<file path="src/include/wkt_regs.vh">
// register map, field positions and reset values of the wake-up timer
// What this block does
// - running bit shows counting, written only with qualifier
// - qualifier is write-only enable for running bit
// - auto trim launches oscillator trimming at underflow
// - auto detect runs card detection, card raises irq
// - no card found enters power-down when enabled
// - third general timer governs field-on time
// - auto reload or auto detect restarts from reload, else stops
// - every underflow sets the underflow flag
// - auto wake leaves low power at underflow
// - power-down return only when auto wake set
// - clock select: undivided, /8, /16, /32
// - reload word copied into counter at start and at each restart
// - two read-only bytes show live counter value
`ifndef WKT_REGS_VH
`define WKT_REGS_VH
// printed offsets are not multiples of four: byte address = 4 * index
`define WKT_IDX_CONTROL     6'h23
`define WKT_IDX_RELOAD_HI   6'h24
`define WKT_IDX_RELOAD_LO   6'h25
`define WKT_IDX_COUNT_HI    6'h26
`define WKT_IDX_COUNT_LO    6'h27
`define WKT_IDX_IRQ_STATUS  6'h30
`define WKT_IDX_IRQ_MASK    6'h31
// control register fields
`define WKT_BIT_RUNNING     7
`define WKT_BIT_QUALIFIER   6
`define WKT_BIT_AUTO_TRIM   5
`define WKT_BIT_AUTO_DETECT 4
`define WKT_BIT_AUTO_RELOAD 3
`define WKT_BIT_AUTO_WAKE   2
// status / mask fields
`define WKT_IRQ_UNDERFLOW   0
`define WKT_IRQ_CARD        1
`define WKT_IRQ_NOCARD      2
`define WKT_CTRL_RESET      6'h00
`define WKT_RELOAD_RESET    16'h0000
`define WKT_IRQ_RESET       3'h0
// last prescaler count per clock select
`define WKT_DIV_LAST_1      5'h00
`define WKT_DIV_LAST_8      5'h07
`define WKT_DIV_LAST_16     5'h0f
`define WKT_DIV_LAST_32     5'h1f
`endif

</file>
<file path="src/wkt_wakeup_timer.v">
// wake-up timer with auto trim / card detection sequencing and avalon-mm slave
//
// The implementer's own choice: the Avalon-MM interface to the registers.
`timescale 1ns/1ps
`include "wkt_regs.vh"
module wkt_wakeup_timer (
  input  wire        clk,
  input  wire        nrst,
  // avalon-mm slave
  input  wire [7:0]  address,
  input  wire        read,
  input  wire        write,
  input  wire [31:0] writedata,
  input  wire [3:0]  byteenable,
  output reg  [31:0] readdata,
  output wire        waitrequest,
  output wire [1:0]  response,
  // slow oscillator clock level, asynchronous to clk
  input  wire        slowOscillator,
  // trimming procedure handshake
  output reg         trimStart,
  input  wire        trimDone,
  // card detection sequence handshake; field time is set by the third timer
  output reg         cardDetectStart,
  input  wire        cardDetectDone,
  input  wire        cardFound,
  // power management
  output reg         wakeRequest,
  output reg         powerDownRequest,
  output wire        irq
);

  // --------------------------------------------------------------
  // local state
  // --------------------------------------------------------------
  localparam [1:0] SEQ_IDLE  = 2'd0;
  localparam [1:0] SEQ_TRIM  = 2'd1;
  localparam [1:0] SEQ_CARD  = 2'd2;

  reg  [5:0]  ctrl;
  reg         running;
  reg  [15:0] reloadWord;
  reg  [15:0] count;
  reg  [2:0]  irqStatus;
  reg  [2:0]  irqMask;
  reg  [1:0]  seqState;
  reg         seqCard;
  reg         oscMeta;
  reg         oscSync;
  reg         oscPrev;
  reg  [4:0]  divCount;
  reg         ackPhase;

  wire [5:0]  regIdx = address[7:2];
  wire        addrOk = (address[1:0] == 2'b00);
  wire        wrLow  = write & byteenable[0] & addrOk & ackPhase;

  // --------------------------------------------------------------
  // bus slave: one wait state, answer on second edge
  // --------------------------------------------------------------
  function mapped;
    input [5:0] idx;
    begin
      case (idx)
        `WKT_IDX_CONTROL,
        `WKT_IDX_RELOAD_HI,
        `WKT_IDX_RELOAD_LO,
        `WKT_IDX_COUNT_HI,
        `WKT_IDX_COUNT_LO,
        `WKT_IDX_IRQ_STATUS,
        `WKT_IDX_IRQ_MASK: mapped = 1'b1;
        default:           mapped = 1'b0;
      endcase
    end
  endfunction

  assign waitrequest = (read | write) & ~ackPhase;
  assign response    = (ackPhase && !(mapped(regIdx) && addrOk)) ? 2'b11 : 2'b00;
  assign irq         = |(irqStatus & irqMask);

  // --------------------------------------------------------------
  // bus handshake
  // --------------------------------------------------------------
  // every request waits exactly one cycle, reads and writes alike
  wire next_ackPhase = (read | write) & ~ackPhase;
  always @(posedge clk or negedge nrst) begin
    if (!nrst) begin
      ackPhase <= 1'b0;
    end else begin
      ackPhase <= next_ackPhase;
    end
  end

  // --------------------------------------------------------------
  // read data mux
  // --------------------------------------------------------------
  // count bytes are live, not latched: a tick may fall between them
  function [7:0] regByte;
    input [5:0] idx;
    begin
      case (idx)
        `WKT_IDX_CONTROL:    regByte = {running, 1'b0, ctrl};
        `WKT_IDX_RELOAD_HI:  regByte = reloadWord[15:8];
        `WKT_IDX_RELOAD_LO:  regByte = reloadWord[7:0];
        `WKT_IDX_COUNT_HI:   regByte = count[15:8];
        `WKT_IDX_COUNT_LO:   regByte = count[7:0];
        `WKT_IDX_IRQ_STATUS: regByte = {5'h00, irqStatus};
        `WKT_IDX_IRQ_MASK:   regByte = {5'h00, irqMask};
        default:             regByte = 8'h00;
      endcase
    end
  endfunction

  always @(posedge clk or negedge nrst) begin
    if (!nrst) begin
      readdata <= 32'h00000000;
    end else if (read & ~ackPhase) begin
      readdata <= {24'h000000, regByte(regIdx)};
    end
  end

  // --------------------------------------------------------------
  // slow oscillator sync
  // --------------------------------------------------------------
  // two flops against metastability, a third only for edge detection
  always @(posedge clk or negedge nrst) begin
    if (!nrst) begin
      oscMeta <= 1'b0;
      oscSync <= 1'b0;
      oscPrev <= 1'b0;
    end else begin
      oscMeta <= slowOscillator;
      oscSync <= oscMeta;
      oscPrev <= oscSync;
    end
  end

  wire oscEdge = oscSync & ~oscPrev;

  // --------------------------------------------------------------
  // prescaler
  // --------------------------------------------------------------
  function [4:0] divLast;
    input [1:0] sel;
    begin
      case (sel)
        2'b00:   divLast = `WKT_DIV_LAST_1;
        2'b01:   divLast = `WKT_DIV_LAST_8;
        2'b10:   divLast = `WKT_DIV_LAST_16;
        default: divLast = `WKT_DIV_LAST_32;
      endcase
    end
  endfunction

  wire tick = oscEdge && (divCount >= divLast(ctrl[1:0]));

  // cleared while stopped, so the first period after a start is whole
  reg  [4:0]  next_divCount;
  always @* begin
    next_divCount = divCount;
    if (!running) begin
      next_divCount = 5'h00;
    end else if (tick) begin
      next_divCount = 5'h00;
    end else if (oscEdge) begin
      next_divCount = divCount + 5'h01;
    end
  end

  always @(posedge clk or negedge nrst) begin
    if (!nrst) begin
      divCount <= 5'h00;
    end else begin
      divCount <= next_divCount;
    end
  end

  // --------------------------------------------------------------
  // register writes
  // --------------------------------------------------------------
  // one write decode shared by every writable register
  function wrHit;
    input [5:0] idx;
    begin
      wrHit = wrLow && (regIdx == idx);
    end
  endfunction

  wire underflow = running && tick && (count == 16'h0000);
  wire ctrlWr    = wrHit(`WKT_IDX_CONTROL);
  wire startCmd  = ctrlWr && writedata[`WKT_BIT_QUALIFIER] &&
                   writedata[`WKT_BIT_RUNNING];
  wire stopCmd   = ctrlWr && writedata[`WKT_BIT_QUALIFIER] &&
                   !writedata[`WKT_BIT_RUNNING];
  // card detection forces a gapless restart even without auto reload
  wire restart   = ctrl[`WKT_BIT_AUTO_RELOAD] || ctrl[`WKT_BIT_AUTO_DETECT];

  // running and qualifier live elsewhere: the qualifier reads back 0
  always @(posedge clk or negedge nrst) begin
    if (!nrst) begin
      ctrl <= `WKT_CTRL_RESET;
    end else if (ctrlWr) begin
      ctrl <= writedata[5:0];
    end
  end

  // new reload bytes wait for the next start or restart
  always @(posedge clk or negedge nrst) begin
    if (!nrst) begin
      reloadWord <= `WKT_RELOAD_RESET;
    end else if (wrHit(`WKT_IDX_RELOAD_HI)) begin
      reloadWord[15:8] <= writedata[7:0];
    end else if (wrHit(`WKT_IDX_RELOAD_LO)) begin
      reloadWord[7:0] <= writedata[7:0];
    end
  end

  always @(posedge clk or negedge nrst) begin
    if (!nrst) begin
      irqMask <= `WKT_IRQ_RESET;
    end else if (wrHit(`WKT_IDX_IRQ_MASK)) begin
      irqMask <= writedata[2:0];
    end
  end

  // --------------------------------------------------------------
  // countdown
  // --------------------------------------------------------------
  reg         next_running;
  reg  [15:0] next_count;
  always @* begin
    next_running = running;
    next_count   = count;
    if (startCmd) begin
      next_running = 1'b1;
      next_count   = reloadWord;
    end else if (stopCmd) begin
      next_running = 1'b0;
    end else if (underflow) begin
      next_running = restart;
      if (restart) begin
        next_count = reloadWord;
      end else begin
        next_count = 16'h0000;
      end
    end else if (running && tick) begin
      next_count = count - 16'h0001;
    end
  end

  always @(posedge clk or negedge nrst) begin
    if (!nrst) begin
      running <= 1'b0;
      count   <= `WKT_RELOAD_RESET;
    end else begin
      running <= next_running;
      count   <= next_count;
    end
  end

  // --------------------------------------------------------------
  // interrupt status
  // --------------------------------------------------------------
  // a hardware set in the clearing cycle wins, so no event is lost
  wire cardDone = (seqState == SEQ_CARD) && cardDetectDone;
  reg  [2:0]  next_irqStatus;
  always @* begin
    next_irqStatus = irqStatus;
    if (wrHit(`WKT_IDX_IRQ_STATUS)) begin
      next_irqStatus = irqStatus & ~writedata[2:0];
    end
    if (underflow) begin
      next_irqStatus[`WKT_IRQ_UNDERFLOW] = 1'b1;
    end
    if (cardDone && cardFound) begin
      next_irqStatus[`WKT_IRQ_CARD] = 1'b1;
    end
    if (cardDone && !cardFound) begin
      next_irqStatus[`WKT_IRQ_NOCARD] = 1'b1;
    end
  end

  always @(posedge clk or negedge nrst) begin
    if (!nrst) begin
      irqStatus <= `WKT_IRQ_RESET;
    end else begin
      irqStatus <= next_irqStatus;
    end
  end

  // --------------------------------------------------------------
  // automatic procedures: next state
  // --------------------------------------------------------------
  reg  [1:0]  next_seqState;
  reg         next_seqCard;
  reg         next_trimStart;
  reg         next_cardDetectStart;
  reg         next_wakeRequest;
  reg         next_powerDownRequest;
  // underflows during a running procedure start no second one
  always @* begin
    next_seqState         = seqState;
    next_seqCard          = seqCard;
    next_trimStart        = 1'b0;
    next_cardDetectStart  = 1'b0;
    next_wakeRequest      = 1'b0;
    next_powerDownRequest = 1'b0;
    case (seqState)
      SEQ_IDLE: begin
        if (underflow) begin
          next_wakeRequest = ctrl[`WKT_BIT_AUTO_WAKE];
          next_seqCard     = ctrl[`WKT_BIT_AUTO_DETECT];
          if (ctrl[`WKT_BIT_AUTO_TRIM]) begin
            next_trimStart = 1'b1;
            next_seqState  = SEQ_TRIM;
          end else if (ctrl[`WKT_BIT_AUTO_DETECT]) begin
            next_cardDetectStart = 1'b1;
            next_seqState        = SEQ_CARD;
          end
        end
      end
      SEQ_TRIM: begin
        // trimming first, then detection; both done back to back
        if (trimDone) begin
          if (seqCard) begin
            next_cardDetectStart = 1'b1;
            next_seqState        = SEQ_CARD;
          end else begin
            next_powerDownRequest = ctrl[`WKT_BIT_AUTO_WAKE];
            next_seqState         = SEQ_IDLE;
          end
        end
      end
      SEQ_CARD: begin
        if (cardDetectDone) begin
          next_powerDownRequest = !cardFound && ctrl[`WKT_BIT_AUTO_WAKE];
          next_seqState         = SEQ_IDLE;
        end
      end
      default: begin
        next_seqState = SEQ_IDLE;
      end
    endcase
  end

  // --------------------------------------------------------------
  // automatic procedures: registers
  // --------------------------------------------------------------
  // requests leave flops, one clean single-cycle pulse each
  always @(posedge clk or negedge nrst) begin
    if (!nrst) begin
      seqState         <= SEQ_IDLE;
      seqCard          <= 1'b0;
      trimStart        <= 1'b0;
      cardDetectStart  <= 1'b0;
      wakeRequest      <= 1'b0;
      powerDownRequest <= 1'b0;
    end else begin
      seqState         <= next_seqState;
      seqCard          <= next_seqCard;
      trimStart        <= next_trimStart;
      cardDetectStart  <= next_cardDetectStart;
      wakeRequest      <= next_wakeRequest;
      powerDownRequest <= next_powerDownRequest;
    end
  end

endmodule // wkt_wakeup_timer

</file>
<file path="config.mk">
export PLATFORM = sky130hd
export DESIGN_NAME = wkt_wakeup_timer
export DESIGN_NICKNAME = d
export VERILOG_FILES = /design/src/wkt_wakeup_timer.v
export VERILOG_INCLUDE_DIRS = /design/src /design/src/include
export SDC_FILE = /design/constraint.sdc
export NUM_CORES = 1
export LEC_CHECK = 0
export BUFFER_PORTS_ARGS = -buffer_cell sky130_fd_sc_hd__buf_4
export CORE_ASPECT_RATIO = 1.5
export CORE_MARGIN = 1
export CORE_UTILIZATION = 40
export CTS_CLUSTER_DIAMETER = 40
export DETAILED_ROUTE_END_ITERATION = 12
export GPL_ROUTABILITY_DRIVEN = 1
export SLEW_MARGIN = 20
export SYNTH_ARGS = -nofsm -noshare
export SYNTH_HDL_FRONTEND = slang
export SYNTH_SLANG_ARGS = --single-unit
export TNS_END_PERCENT = 20
</file>
<file path="constraint.sdc">
create_clock -name clk -period 2.5 [get_ports clk]
set_input_delay 0.25 -clock clk [delete_from_list [all_inputs] [get_ports clk]]
set_output_delay 0.25 -clock clk [all_outputs]
set_load 0.05 [all_outputs]
</file>
==> impl_results.md, run 1 <==
- Most frequent cell after synthesis: dfrtp_1
- DR vias: between 3k and 4k
- HP Start: slowOscillator
- # nets final: 540
- Fin cells: 601
- Leak Pwr: approximately 0.0023 uW
- Register area: about 1700 sq um
- Total Power Consumption: 3107 uW
- Seq/Total Area, Yosys: about two fifths
- Post-synth EDFFs: 0
- CP cell instances: nor2_2 -> inv_1 -> ha_1 -> nand2b_1 -> a21o_1 -> maj3_1 -> a2111oi_4 -> nor2_1 -> o211ai_1
- Hold_buf cts: 0
- Final Hold Vio Count: 0
- CTS root buf: clkbuf_16
- H-tree depth: 3
- Total Routing Usage GR: between 20% and 30%
- DR DRC count: 0
- Post-route minimum period: about 2.4 ns
- Synth top area share: between 40% and 50%
- Layout cells sized above 1: around 29%
- Pin count of the biggest net entering global routing: 70
- Slowest cell delay on critical path: between 0.3 and 0.4 ns
- Largest delay share family, worst path: compound AO/OA/AOI/OAI gates
- Placer Congestion: ~0.91
- Fin. max-slew vios: 0
- F_max: approximately 420 MHz
- Net Sw Frac: between 20% and 30%
- HP Class: input pin to flop
- Gate Count Post-Synth: ~400
- Sequential share of power: 38.8%
- Ys Warns: 0
- RR Endpoint: divCount[4]$_DFFE_PN0P_
- Max-cap viol count: 0
- Per-cell routed wire length: roughly 19 um
- RSZ-0062 raised after global routing: true
- Slowest stage cell, crit path: maj3_1
- Worst Path Max Fanout: 4
- Site Rows: between 40 and 50
- Hold Path Depth: 1
- R2R Setup Slk: 0.12 ns
- Cell area after synthesis: a little over 4000 sq um
- # IOs: 92
- First-pass GRT wire length: roughly 18000 um
- Antenna violations before repair: 0
- Most frequent cells after synthesis: dfrtp_1 (69), nand2_1 (34), nor2_1 (34), buf_4 (25), mux2_2 (23)
- R2R cell count: 9
- Clock transition at path regs: approximately 0.060 ns
- Final core utilization: 49.65%
- Critical Path AT: 2.62 ns
- Initial core utilization: 41.08%
- Antenna diodes: 0
- Cells after DPL: around 590
- DR pass1 iterations: 5
- Initial DRC Count: ~230
- Worst vdd ir: between 500 and 600 uV
- Antenna viol nets, final: 0
- DP HPWL: 8427 um
- Pint: roughly 2200 uW
- #FFs+latches synth: slightly below 70
- Multi-input gate area: between 2000 and 2500 sq um
- Port Buf Inserts: 40
- Core area: just over 10000 sq um
- Die area: roughly 11000 sq um
- Status: completed
- Top FF cell, synth: dfrtp_1
- Fillers: slightly above 900
- TritonCTS clock tree: yes
- Setup violators final: 0
- Placed cell area: about 4700 sq um
- Vias in the first global route: about 3.7k
- Switching pwr: between 800 and 900 uW
- Cell taking the most area after synthesis: dfrtp_1
- Max clock buf depth: 2
- Avg Cell Area, Syn: 10.05 sq um
- Clk sink count: slightly below 70
- Clock Latency Late Sink: roughly 0.33 ns
- Layout area overhead: 20.85%
- Worst Clk Skew: around 0.0066 ns
- Rel. slew slack: 40.12%
- Synth cell types: 75
- Worst-Margin Slew: approximately 0.9 ns
- Vias per inst: 5.829
- Power per standard cell area: 620.9 nW/um^2
- Comb power frac: around 16%
- Largest cells by area after synthesis: dfrtp_1 (42%), mux2_2 (6.3%), buf_4 (4.5%), nand2_1 (3.1%), nor2_1 (3.1%)
- Number of buffers created by CTS: 9
- Worst setup EP type: flop
- Clock power share: 44.9%
- Origin of the critical flop-to-flop path: ctrl[1]$_DFFE_PN0P_
- Bufs and invs on worst path: 1
- Crit share post-route: around 95%
- Die H: 126.6 um
- Post-route cell area: between 5000 and 6000 sq um
- Post-synth ARST share: 100.0%
- Final WL: about 11000 um
- Hold Path End: oscMeta$_DFF_PN0_
- Die Width: about 85 um
- Crit Path Class: flop to flop
- Worst path required time: approximately 2.7 ns
- Setup Buffers After CTS: 0
- Startpoint Class: flop
- GRT Residual Overflow: 0
[power groups by stage]
stage | sequential [uW] | clock [uW] | combinational [uW]
6_report | 1210 | 1390 | 506
5_1_grt | 1210 | 1460 | 550
4_1_cts | 1210 | 1420 | 510
3_5_place_dp | 1220 | 0 | 509
3_3_place_gp | 1220 | 0 | 501
2_1_floorplan | 1290 | 0 | 305
[state kept, by name, summed over array words and instances, names as in the netlist, 2 cells and up]
| name | cells |
|---|---|
| irqStatus | 3 |
| reloadWord | 16 |
| readdata | 8 |
| divCount | 5 |
| ctrl | 6 |
| count | 16 |
| irqMask | 3 |
| seqState | 2 |
[final cells by class]
class | instances | share of cell area, %
well taps | 117 | 2.926
clock buffers | 11 | 4.851
flip-flops and latches | 69 | 34.51
inverters | 14 | 1.050
repair buffers | 69 | 10.35
clock inverters | 5 | 1.675
multi-input cells | 316 | 44.64
[worst max-delay path by stage]
stage                             start                 endpoint  slack (ns)  cells past startpoint
finish              ctrl[1]$_DFFE_PN0P_  divCount[4]$_DFFE_PN0P_        0.12                      9
global route        ctrl[1]$_DFFE_PN0P_    count[15]$_DFFE_PN0P_       -0.02                     10
CTS                 ctrl[1]$_DFFE_PN0P_  divCount[4]$_DFFE_PN0P_        0.05                      9
detailed placement  ctrl[1]$_DFFE_PN0P_  divCount[4]$_DFFE_PN0P_        0.01                      9
global placement    ctrl[1]$_DFFE_PN0P_  divCount[4]$_DFFE_PN0P_        0.04                      9
floorplan           ctrl[1]$_DFFE_PN0P_  divCount[4]$_DFFE_PN0P_        0.07                      9
[kinds of logic (layout without fill, tap and decap cells)]
kind of cell | Yosys count | after routing | share of synthesized area [%]
AND/OR/NAND/NOR | 136 | 136 | 18.50
adder cells (fa/ha/maj) | 10 | 10 | 2.962
multiplexers | 29 | 29 | 8.129
AO/OA/AOI/OAI | 108 | 108 | 19.67
buffers and inverters | 50 | 99 | 7.041
other | 1 | 24 | 0.09057
flip-flops | 69 | 69 | 41.70
XOR/XNOR | 9 | 9 | 1.904
[through the flow]
| step | hold WS (ns) | worst slack (ns) | setup TNS, ns |
|---|---|---|---|
| after floorplan | -0.04559 | 0.06545 | 0 |
| final | 0.02782 | 0.1207 | 0 |
| after CTS | 0.01835 | 0.04757 | 0 |
| after detailed placement | 0.3358 | 0.01081 | 0 |
| after global routing | 0.01695 | -0.02383 | -0.02383 |
| after global placement | 0.3359 | 0.03627 | 0 |
[worst reg2reg max path, delay by kind of cell, from the launching register on]
kind | cells | cell delay, ns
compound gates | 3 | 0.76
fa+ha+maj | 2 | 0.65
buf+inv | 1 | 0.06
flops | 1 | 0.38
simple gates | 3 | 0.43
[placed cells by master, fill, tap and decap left out, types with 11 or more instances in the layout]
| master | n |
|---|---|
| dfrtp_1 | 69 |
| buf_4 | 69 |
| nand2_1 | 34 |
| nor2_1 | 32 |
| conb_1 | 24 |
| mux2_2 | 23 |
| inv_1 | 14 |
| a21oi_1 | 11 |
| nand3_1 | 11 |
| o21ai_0 | 11 |
[layer usage]
layer / vias up / global-route usage (%) / wire, um
met4: 0 / 14.36 / 557
met2: 117 / 40.13 / 5977
met5: - / 0 / 0
met1: 1735 / 24.56 / 4354
li1: 1614 / - / -
met3: 37 / 3.513 / 471
[timing repair]
action,in CTS,in global routing
resized for setup,1,3
pin swaps,0,2
setup endpoints to repair,1,12
Power figures use the tool's default switching activity.
==> inputs of run 2 (changes only) <==
--- a/config.mk
+++ b/config.mk
@@ -7,12 +7,14 @@
 export NUM_CORES = 1
 export LEC_CHECK = 0
 export BUFFER_PORTS_ARGS = -buffer_cell sky130_fd_sc_hd__buf_4
+export CAP_MARGIN = 20
 export CORE_ASPECT_RATIO = 1.5
 export CORE_MARGIN = 1
 export CORE_UTILIZATION = 40
 export CTS_CLUSTER_DIAMETER = 40
 export DETAILED_ROUTE_END_ITERATION = 12
 export GPL_ROUTABILITY_DRIVEN = 1
+export PLACE_DENSITY = 0.74
 export SLEW_MARGIN = 20
 export SYNTH_ARGS = -nofsm -noshare
 export SYNTH_HDL_FRONTEND = slang
==> impl_results.md, run 2 (synthesized netlist as in run 1, its figures left out) <==
- HP Class: input pin to flop
- Placer Congestion: 0.9212
- Rel. slew slack: between 40% and 50%
- Multi-input gate area: 2235 sq um
- RSZ-0062 raised after global routing: true
- Total Routing Usage GR: approximately 23%
- R2R Setup Slk: about 0.095 ns
- # IOs: 92
- Status: completed
- Die area: 10770 sq um
- Final core utilization: roughly half
- Antenna violations before repair: 0
- TritonCTS clock tree: yes
- Hold Path End: oscMeta$_DFF_PN0_
- # nets final: roughly 540
- Clock transition at path regs: ~0.060 ns
- Pre-CTS setup slack: -0.03494 ns
- Crit Path Class: flop to flop
- Fin. max-slew vios: 0
- Worst-Margin Slew: slightly below 0.9 ns
- Crit share post-route: 96.19%
- F_max: approximately 420 MHz
- Biggest regs: count (16), reloadWord (16), readdata (8)
- Setup ws final: around 0.095 ns
- Max-cap viol count: 0
- Clock Latency Late Sink: about 0.34 ns
- HP Start: slowOscillator
- Layout cells sized above 1: 29.98%
- H-tree depth: 3
- Max clock buf depth: 2
- Leak Pwr: approximately 0.0023 uW
- Clk sink count: 69
- Worst path required time: between 2 and 3 ns
- Die Width: 85.07 um
- Register area: ~1700 sq um
- Hold WS: ~0.013 ns
- Per-cell routed wire length: approximately 19 um
- Hold Path Depth: 1
- Site Rows: 45
- CTS root buf: clkbuf_16
- Startpoint Class: flop
- DR DRC count: 0
- RR Endpoint: divCount[4]$_DFFE_PN0P_
- Number of buffers created by CTS: 9
- Fin cells: between 600 and 700
- Fillers: 904
- Final WL: 11470 um
- Worst Clk Skew: ~0.0058 ns
- Power per standard cell area: ~620 nW/um^2
- Antenna diodes: 0
- Setup violators final: 0
- Post-route minimum period: roughly 2.4 ns
- Initial core utilization: 41.08%
- Initial DRC Count: 278
- Worst vdd ir: 438.5 uV
- Most frequent cells in the layout: buf_4 (72), dfrtp_1 (69), nand2_1 (34), nor2_1 (31), conb_1 (24)
- Core area: 10080 sq um
- DR vias: approximately 3.6k
- Vias in the first global route: ~3.5k
- Antenna viol nets, final: 0
- DP HPWL: 8384 um
- Total Power Consumption: 3099 uW
- Cells after DPL: approximately 590
- R2R cell count: 9
- DR pass1 iterations: 6
- Worst setup EP type: flop
- Origin of the critical flop-to-flop path: ctrl[1]$_DFFE_PN0P_
- Final Hold Vio Count: 0
- Port Buf Inserts: 40
- Vias per inst: 5.886
- Layout area overhead: 21.37%
- Pin count of the biggest net entering global routing: 70
- Commonest non-fill, non-tap cell in the layout: buf_4
- Die H: 126.6 um
- Worst Path Max Fanout: 4
- Critical Path AT: 2.66 ns
- GRT Residual Overflow: 0
- First-pass GRT wire length: 18370 um
[run 2: cell types whose count changed in the layout (fill, tap and decap cells not counted), sizes merged]
cell	change
clkinvlp	-1
clkbuf	-2
clkinv	+2
buf	+3
inv	+1
[run 2: timing repair]
item,4_1_cts,5_1_grt
setup endpoints to repair,1,9
buffers inserted,0,0
resized for setup,1,4
hold buffers,0,0
hold endpoints to repair,0,0
pin swaps,0,1
[run 2: worst max-delay path by stage]
stage	startpoint	endpoint	slack (ns)	cells after the start
finish	ctrl[1]$_DFFE_PN0P_	divCount[4]$_DFFE_PN0P_	0.1	9
global route	ctrl[1]$_DFFE_PN0P_	divCount[4]$_DFFE_PN0P_	-0.01	9
CTS	ctrl[0]$_DFFE_PN0P_	divCount[4]$_DFFE_PN0P_	0.007	9
detailed placement	ctrl[1]$_DFFE_PN0P_	divCount[4]$_DFFE_PN0P_	-0.03	9
global placement	ctrl[1]$_DFFE_PN0P_	divCount[4]$_DFFE_PN0P_	0.04	9
floorplan	ctrl[1]$_DFFE_PN0P_	divCount[4]$_DFFE_PN0P_	0.07	9
[run 2: layer usage]
metal / wire (um) / share of wire (%) / track usage, %
met2: 5926 / 52 / 39.94
met5: 0 / 0 / 0
met1: 4385 / 38 / 25.02
met3: 578 / 5.0 / 4.359
met4: 583 / 5.1 / 13.36
[run 2: layout make-up]
| cell class | count | share of cell area, % |
|---|---|---|
| tap | 117 | 2.913 |
| inverter | 14 | 1.046 |
| timing repair buffer | 72 | 10.76 |
| clock inverter | 7 | 1.967 |
| sequential | 69 | 34.36 |
| clock buffer | 9 | 4.482 |
| multi-input combinational | 316 | 44.47 |
[run 2: critical path: stages, from the launching register on]
cell and delay, ns:
dfrtp_1 0.41, nor2_2 0.14, inv_1 0.06, ha_1 0.26
nand2b_1 0.17, a21o_1 0.19, maj3_1 0.40, a2111oi_4 0.40
nor2_2 0.09, o211ai_1 0.21
[run 2: per-stage QoR]
| stage | setup TNS [ns] | cell area, sq um |
|---|---|---|
| after floorplan | 0 | 4227 |
| after global placement | 0 | 4674 |
| after detailed placement | -0.03494 | 4674 |
| after CTS | 0 | 5011 |
| after global routing | -0.01066 | 5025 |
| final | 0 | 5025 |
[run 2: where the power goes]
| group | internal, uW | switching (uW) |
|---|---|---|
| logic | 161 | 353 |
| registers | 1160 | 38.6 |
| clock network | 877 | 504 |
